**src/rtl/sadc_pkg.sv**
```systemverilog
// Shared constants and types for the SAR converter control block
// Behaviour
// RULE1: Result bus bit 0 is least significant, bit 7 most significant.
// RULE2: Done flag high while converting, low once a valid result exists.
// RULE3: Done flag is always driven, never floated by select or read.
// RULE4: Start, select and conversion clock all low clears the approximation register.
// RULE5: Conversion waits until start has been released high.
// RULE6: Requests and reads are accepted only while chip select is low.
// RULE7: Chip select high floats the bus and ignores other control inputs.
// RULE8: Bus is driven only while read is low, floated otherwise.
// RULE9: Data/flag select high during read drives all eight result bits.
// RULE10: Select low during read drives bit 7 with status, floats 0 to 6.
// RULE11: Format select low gives a two's complement result.
// RULE12: Format select high gives straight (offset) binary.
// RULE13: Host keeps conversion clock at or below 5.0 MHz; slower is tolerated.
// RULE14: Approximation register holds an eight-bit code 0 to 255 for the converter.
// RULE15: After the clear request the done flag goes high.
// RULE16: Conversion takes seven full clocks after the first rise, then flag low.
// RULE17: Each conversion starts with the top trial bit set, then lower bits.
// RULE18: Comparator keeps or clears each trial bit; final code is the result.
package sadc_pkg;

  localparam int unsigned CODE_W    = 8;                     // Width of the result code
  localparam int unsigned IDX_W     = 3;                     // Width of the trial bit index
  localparam logic [2:0]  MSB_IDX   = 3'h7;                  // Index of the first trial bit
  localparam logic [2:0]  LSB_IDX   = 3'h0;                  // Index of the last trial bit
  localparam logic [7:0]  CODE_RST  = 8'h00;                 // Cleared register value
  localparam logic [7:0]  MSB_TRIAL = 8'h80;                 // Register value at first trial
  localparam logic [7:0]  OE_OFF    = 8'hff;                 // All bus lanes released
  localparam logic [7:0]  OE_ALL    = 8'h00;                 // All bus lanes driven
  localparam logic [7:0]  OE_STATUS = 8'h7f;                 // Only the top lane driven
  localparam logic [7:0]  BUS_RST   = 8'h00;                 // Bus data value at reset
  localparam int unsigned CONV_RISES = 7;                    // Rises after the start rise

  // Conversion sequence, Gray coded along the usual path
  typedef enum logic [1:0] {
    ST_IDLE    = 2'b00,
    ST_CLEAR   = 2'b01,
    ST_ARMED   = 2'b11,
    ST_CONVERT = 2'b10
  } sadc_state_e;

endpackage

```
**src/rtl/sadc_drive.sv**
```systemverilog
// Bus drive decode: format, lane enables and status lane
`timescale 1ns/1ps
module sadc_drive (
  input  wire logic                       cs_n,
  input  wire logic                       rd_n,
  input  wire logic                       data_sel,
  input  wire logic                       fmt_sel,
  input  wire logic                       busy,
  input  wire logic [sadc_pkg::CODE_W-1:0] code,
  output logic [sadc_pkg::CODE_W-1:0]     bus_data,
  output logic [sadc_pkg::CODE_W-1:0]     bus_oe_n
);

  logic [sadc_pkg::CODE_W-1:0] fmt_code;

  // Two's complement flips the top bit of the offset code
  always_comb
  begin
    fmt_code = code;                                                // RULE12
    if (!fmt_sel)
      fmt_code[sadc_pkg::CODE_W-1] = ~code[sadc_pkg::CODE_W-1];     // RULE11
  end

  // Lane enables and data selection
  always_comb
  begin
    bus_data = fmt_code;                                            // RULE1
    bus_oe_n = sadc_pkg::OE_OFF;
    if (!cs_n && !rd_n)                                             // RULE6 RULE7 RULE8
    begin
      if (data_sel)
        bus_oe_n = sadc_pkg::OE_ALL;                                // RULE9
      else
      begin
        bus_oe_n = sadc_pkg::OE_STATUS;                             // RULE10
        bus_data = {busy, fmt_code[sadc_pkg::CODE_W-2:0]};
      end
    end
  end

endmodule // sadc_drive

```
**src/rtl/sadc_sar.sv**
```systemverilog
// Successive-approximation register with per-bit trial logic
`timescale 1ns/1ps
module sadc_sar (
  input  wire logic                       clk,
  input  wire logic                       rst,
  input  wire logic                       ce,
  input  wire logic                       clear,
  input  wire logic                       load_msb,
  input  wire logic                       decide,
  input  wire logic                       comp_keep,
  output logic [sadc_pkg::CODE_W-1:0]     code,
  output logic [sadc_pkg::IDX_W-1:0]      idx
);

  logic [sadc_pkg::CODE_W-1:0] code_reg;
  logic [sadc_pkg::CODE_W-1:0] code_next;
  logic [sadc_pkg::IDX_W-1:0]  idx_reg;
  logic [sadc_pkg::IDX_W-1:0]  idx_next;

  // Per-bit next value: keep, decide or set as next trial
  for (genvar b = 0; b < sadc_pkg::CODE_W; b++)
  begin : g_bit
    always_comb
    begin
      if (clear)
        code_next[b] = sadc_pkg::CODE_RST[b];                       // RULE4
      else if (load_msb)
        code_next[b] = sadc_pkg::MSB_TRIAL[b];                      // RULE17
      else if (decide && int'(idx_reg) == b)
        code_next[b] = comp_keep;                                   // RULE18
      else if (decide && idx_reg != sadc_pkg::LSB_IDX
               && int'(idx_reg - 3'h1) == b)
        code_next[b] = 1'b1;                                        // RULE17
      else
        code_next[b] = code_reg[b];
    end
  end

  // Trial index walks from top bit down
  always_comb
  begin
    if (clear || load_msb)
      idx_next = sadc_pkg::MSB_IDX;
    else if (decide && idx_reg != sadc_pkg::LSB_IDX)
      idx_next = idx_reg - 3'h1;
    else
      idx_next = idx_reg;
  end

  // Register stage
  always_ff @(posedge clk)
  begin
    if (rst)
    begin
      code_reg <= sadc_pkg::CODE_RST;
      idx_reg  <= sadc_pkg::MSB_IDX;
    end
    else if (ce)
    begin
      code_reg <= code_next;
      idx_reg  <= idx_next;
    end
  end

  assign code = code_reg;  // RULE14
  assign idx  = idx_reg;

endmodule // sadc_sar

```
**src/rtl/sadc_top.sv**
```systemverilog
// Digital control of an eight-bit SAR converter on a processor bus
`timescale 1ns/1ps
module sadc_top (
  input  wire logic                       MCLK,
  input  wire logic                       SYS_RST,
  input  wire logic                       CE,
  input  wire logic                       CONV_CLK,
  input  wire logic                       START_N,
  input  wire logic                       CS_N,
  input  wire logic                       READ_N,
  input  wire logic                       DATA_OR_FLAG_SELECT,
  input  wire logic                       FORMAT_SELECT,
  input  wire logic                       COMP_KEEP,
  output logic                            CONVERSION_DONE_N,
  output logic [7:0]                      RESULT_BUS_O,
  output logic [7:0]                      RESULT_BUS_OE_N,
  output logic [7:0]                      SAR_CODE
);

  sadc_pkg::sadc_state_e       state_reg;
  sadc_pkg::sadc_state_e       state_next;
  logic                        clk_prev_reg;
  logic                        clk_prev_next;
  logic                        done_n_reg;
  logic                        done_n_next;
  logic [7:0]                  bus_o_reg;
  logic [7:0]                  bus_oe_n_reg;
  logic [7:0]                  bus_data;
  logic [7:0]                  bus_oe_n;
  logic                        clk_rise;
  logic                        clk_fall;
  logic                        start_req;
  logic                        start_rel;
  logic                        sar_clear;
  logic                        sar_load;
  logic                        sar_decide;
  logic                        conv_last;
  logic [sadc_pkg::CODE_W-1:0] sar_code;
  logic [sadc_pkg::IDX_W-1:0]  sar_idx;

  // Conversion clock edges seen on the system clock
  assign clk_rise = CONV_CLK && !clk_prev_reg;
  assign clk_fall = !CONV_CLK && clk_prev_reg;

  // Request decode gated by chip select
  assign start_req = !START_N && !CS_N && !CONV_CLK;                // RULE4 RULE6
  assign start_rel = START_N && !CS_N;                              // RULE5 RULE7

  // Last decision is the rise after the lowest trial was set
  assign conv_last = (state_reg == sadc_pkg::ST_CONVERT) && clk_rise
                     && (sar_idx == sadc_pkg::LSB_IDX);             // RULE16

  // Approximation register steps
  assign sar_clear  = start_req;                                    // RULE4
  assign sar_load   = !start_req && (state_reg == sadc_pkg::ST_ARMED) && clk_rise;
  assign sar_decide = !start_req && (state_reg == sadc_pkg::ST_CONVERT)
                      && ((clk_fall && sar_idx != sadc_pkg::LSB_IDX) || conv_last);

  // Sequence next state
  always_comb
  begin
    state_next = state_reg;
    case (state_reg)
      sadc_pkg::ST_IDLE:
      begin
        if (start_req)
          state_next = sadc_pkg::ST_CLEAR;                          // RULE4
      end
      sadc_pkg::ST_CLEAR:
      begin
        if (start_rel)
          state_next = sadc_pkg::ST_ARMED;                          // RULE5
      end
      sadc_pkg::ST_ARMED:
      begin
        if (start_req)
          state_next = sadc_pkg::ST_CLEAR;
        else if (clk_rise)
          state_next = sadc_pkg::ST_CONVERT;                        // RULE16
      end
      sadc_pkg::ST_CONVERT:
      begin
        if (start_req)
          state_next = sadc_pkg::ST_CLEAR;
        else if (conv_last)
          state_next = sadc_pkg::ST_IDLE;                           // RULE16
      end
      default:
      begin
        state_next = sadc_pkg::ST_IDLE;
      end
    endcase
  end

  // Done flag and edge history next values
  always_comb
  begin
    clk_prev_next = CONV_CLK;
    done_n_next   = (state_next != sadc_pkg::ST_IDLE);              // RULE2 RULE15
  end

  // Sequence registers
  always_ff @(posedge MCLK)
  begin
    if (SYS_RST)
    begin
      state_reg    <= sadc_pkg::ST_IDLE;
      clk_prev_reg <= 1'b0;
      done_n_reg   <= 1'b0;
    end
    else if (CE)
    begin
      state_reg    <= state_next;
      clk_prev_reg <= clk_prev_next;
      done_n_reg   <= done_n_next;
    end
  end

  // Approximation register
  sadc_sar u_sar (
    .clk       (MCLK),
    .rst       (SYS_RST),
    .ce        (CE),
    .clear     (sar_clear),
    .load_msb  (sar_load),
    .decide    (sar_decide),
    .comp_keep (COMP_KEEP),
    .code      (sar_code),
    .idx       (sar_idx)
  );

  // Bus drive decode
  sadc_drive u_drive (
    .cs_n     (CS_N),
    .rd_n     (READ_N),
    .data_sel (DATA_OR_FLAG_SELECT),
    .fmt_sel  (FORMAT_SELECT),
    .busy     (done_n_reg),
    .code     (sar_code),
    .bus_data (bus_data),
    .bus_oe_n (bus_oe_n)
  );

  // Bus output registers
  always_ff @(posedge MCLK)
  begin
    if (SYS_RST)
    begin
      bus_o_reg    <= sadc_pkg::BUS_RST;
      bus_oe_n_reg <= sadc_pkg::OE_OFF;
    end
    else if (CE)
    begin
      bus_o_reg    <= bus_data;
      bus_oe_n_reg <= bus_oe_n;                                     // RULE8
    end
  end

  assign CONVERSION_DONE_N = done_n_reg;                            // RULE3
  assign RESULT_BUS_O      = bus_o_reg;
  assign RESULT_BUS_OE_N   = bus_oe_n_reg;
  assign SAR_CODE          = sar_code;                              // RULE14

  // Helper: conversion clock rises counted since the start rise
  logic [3:0] rise_cnt_reg;
  logic [3:0] rise_cnt_next;

  // Helper count next value
  always_comb
  begin
    rise_cnt_next = rise_cnt_reg;
    if (sar_load)
      rise_cnt_next = 4'h0;
    else if (clk_rise && state_reg == sadc_pkg::ST_CONVERT)
      rise_cnt_next = rise_cnt_reg + 4'h1;
  end

  // Helper count register
  always_ff @(posedge MCLK)
  begin
    if (SYS_RST)
      rise_cnt_reg <= 4'h0;
    else if (CE)
      rise_cnt_reg <= rise_cnt_next;
  end
endmodule // sadc_top
```
**config.mk**
```make
export PLATFORM = sky130hd
export DESIGN_NAME = sadc_top
export DESIGN_NICKNAME = d
export VERILOG_FILES = /design/src/rtl/sadc_pkg.sv /design/src/rtl/sadc_drive.sv /design/src/rtl/sadc_sar.sv /design/src/rtl/sadc_top.sv
export SDC_FILE = /design/constraint.sdc
export NUM_CORES = 1
export LEC_CHECK = 0
export BUFFER_PORTS_ARGS = -buffer_cell sky130_fd_sc_hd__buf_2
export CAP_MARGIN = 30
export CELL_PAD_IN_SITES_DETAIL_PLACEMENT = 2
export CELL_PAD_IN_SITES_GLOBAL_PLACEMENT = 2
export CORE_MARGIN = 2
export CORE_UTILIZATION = 34
export CTS_CLUSTER_SIZE = 14
export DETAILED_ROUTE_END_ITERATION = 8
export GPL_TIMING_DRIVEN = 1
export MAX_ROUTING_LAYER = met4
export PLACE_DENSITY = 0.91
export SKIP_CTS_REPAIR_TIMING = 1
export SLEW_MARGIN = 5
export SYNTH_ARGS = -nofsm -noshare
export SYNTH_HDL_FRONTEND = slang
export SYNTH_SLANG_ARGS = --single-unit
```
**constraint.sdc**
```tcl
create_clock -name MCLK -period 3.1 [get_ports MCLK]
set_input_delay 0.465 -clock MCLK [delete_from_list [all_inputs] [get_ports MCLK]]
set_output_delay 0.465 -clock MCLK [all_outputs]
set_load 0.05 [all_outputs]
```
==> flow_summary.ini <==
[sta]
slew_viol_final = 0
setup-tns-final_ps = 0
setup_violations = 0
hold_viol = 0
rsz0062_at_grt = no
fin_skew_ps = 7.33
max_freq_mhz = 466
fin_crit_ps = 2150
worst_slew_pin_slew_ps = 925
slew_headroom_pct = 37.7
finalCritPeriodShare_pct = 69.3

[synth]
ys_seq_area_share_pct = 33.0
netlist_area_mm2 = 0.00152
syn_area_per_cell_um2 = 8.86
syn_inst = 171
ys.flop_type = dfxtp_1
synth.net_count = 186
ys_warn_count = 0
ys_types = 48
async_reset_ff_share_pct = 0
synth_edf_count = 0
ys_ff_latch = 25

[setup_path]
r2r_slack_ps = 950
crit_path_start_kind = register
critPathCaptureType = register
crit_path_max_incr_delay_ps = 430
crit_path_max_fanout = 7
rr_worst_depth = 7
rr_endpoint = u_sar.code[3]$_SDFFE_PP0P_
regToRegStartpoint = u_sar.idx[0]$_SDFFE_PP1P_
critPathKind = register to register
crit_chain = inv_1 > ha_1 > and2b_4 > o21a_1 > nor4_4 > a2111oi_1 > nor4_1
slowest_stage = dfxtp_1
startpoint = u_sar.idx[0]$_SDFFE_PP1P_
crit_arrival_ps = 2330
cp.required_ps = 3280

[power_and_ir_drop]
netSwitchingPower_uw = 197
vdd_drop_max_mv = 0.175
leakagePower_nw = 0.719
combPwrFrac_pct = 15.3
switching_share_pct = 30.6
seqPwrFrac_pct = 51.7
power_frac_clock_pct = 33.0
internal-power_uw = 448
power.density_mw_per_mm2 = 383
total_power_uw = 646

[grt]
grt.total_usage_pct = 19.9
grt_pass1_vias = 1491
antenna_found_initial = 0
grt-ovfl-total = 0
grt_pass1_wl_um = 7760
grt_max_degree = 30

[outcome]
status = finished clean

[cells_and_area]
drive_above_1_share_pct = 27.7
nNetsFinal = 207
n_antenna_cell = 0
syn2layout_area_growth_pct = 11.1
mostFrequentLayoutCell = buf_2
seq_area_um2 = 500
mostFrequentLayoutCells = 34 x buf_2, 25 x dfxtp_1, 20 x nor2_1
multi_input_area_um2 = 870
fillers = 498

[placed_design]
hpwl_um = 3230
routabilityCongestion = 0.806
io_buffers = 34

[clock_network]
clock-sinks = 25
clkTransAtPathRegs_ps = 100
cts_tree = yes
cts_buffer_depth = 2
cts_root_buffer = clkbuf_8
cts-buffers-inserted = 3
clock_latency_ps = 280
cts_max_level = 1

[hold_path]
hold_start = RESULT_BUS_OE_N[7]$_SDFFE_PP1P_
worst_hold_path_type = register to register
hold-path-endpoint = RESULT_BUS_OE_N[7]$_SDFFE_PP1P_
hold_depth = 2

[die]
die_h_um = 70.8
core-area_mm2 = 0.00432
die_w_um = 70.8
dieArea_mm2 = 0.00501
row_count = 24
start_util_pct = 35.0
ioPinCount = 35

[route]
viasPerCell = 5.70
via_count = 1384
ant_nets = 0
dr.pass1.iters = 4
finalWirelength_um = 4520
drt_iter0_markers = 50
drc = 0
wire_per_inst_um = 18.6

[flow_run]
max_cap_violations = 0
worst max path at each step:
stage                                             to  slack [ps]
after floorplan           u_sar.code[5]$_SDFFE_PP0P_        1320
after global placement    u_sar.code[4]$_SDFFE_PP0P_        1040
after detailed placement  u_sar.code[4]$_SDFFE_PP0P_         980
after CTS                 u_sar.code[3]$_SDFFE_PP0P_         940
after global routing      u_sar.code[3]$_SDFFE_PP0P_         780
final                     u_sar.code[3]$_SDFFE_PP0P_         950
layer usage:
| metal | GRT usage (%) | vias up | wire [um] |
|---|---|---|---|
| met5 | - | - | 0 |
| met4 | 4.82 | 0 | 44 |
| met3 | 2.42 | 5 | 168 |
| met2 | 34.1 | 33 | 2290 |
| met1 | 25.1 | 692 | 2020 |
| li1 | - | 654 | - |
cells in the mapped netlist (4+ instances only):
| library cell | number | area [um2] |
|---|---|---|
| nor4_1 | 4 | 25.0 |
| inv_1 | 5 | 18.8 |
| mux2i_1 | 10 | 100 |
| a21oi_1 | 12 | 60.1 |
| dfxtp_1 | 25 | 500 |
| o21ai_0 | 6 | 30.0 |
| nor2_1 | 20 | 75.1 |
| nor3_1 | 5 | 25.0 |
| ha_1 | 5 | 62.6 |
| nand2_1 | 11 | 41.3 |
| buf_4 | 13 | 97.6 |
| a311oi_1 | 4 | 35.0 |
layout make-up:
type / instances / area share (%)
Sequential cell: 25 / 29.7
Clock inverter: 1 / 0.446
Multi-Input combinational cell: 121 / 51.6
Timing Repair Buffer: 35 / 10.5
Clock buffer: 3 / 2.45
Tap cell: 52 / 3.86
Inverter: 6 / 1.34
power groups by stage:
stage | sequential [mW] | clock (mW) | combinational (mW)
after detailed placement | 0.342 | 0 | 0.0981
after global routing | 0.335 | 0.226 | 0.107
after global placement | 0.341 | 0 | 0.0948
final | 0.334 | 0.213 | 0.0985
after floorplan | 0.354 | 0 | 0.0605
after CTS | 0.334 | 0.216 | 0.0990
per-stage QoR:
step / utilization [%] / instances / setup WS [ps] / cell area (um2) / hold slack, ps
final: 38.9 / 243 / 953 / 1680 / 490
after detailed placement: 37.8 / 239 / 982 / 1640 / 471
after CTS: 38.9 / 243 / 936 / 1680 / 498
after global placement: 37.8 / 239 / 1040 / 1640 / 466
after global routing: 38.9 / 243 / 784 / 1680 / 519
after floorplan: - / 171 / 1320 / 1520 / 484
worst max-delay path: cells and delay by family, from the launching register on:
kind                     cells  cell delay (ps)
AND/OR/NAND/NOR              3              790
flip-flops                   1              430
AO/OA/AOI/OAI                2              410
adder cells (fa/ha/maj)      1              300
buffers and inverters        1              110
cell families after synthesis:
family	count (synthesis)	synth area share, %
xor+xnor	1	0.578
simple gates	61	24.6
flops	25	33.0
compound gates	43	20.7
mux	11	7.35
fa+ha+maj	5	4.13
buf+inv	25	9.58
Note: power is estimated with default switching activity, not from simulation.
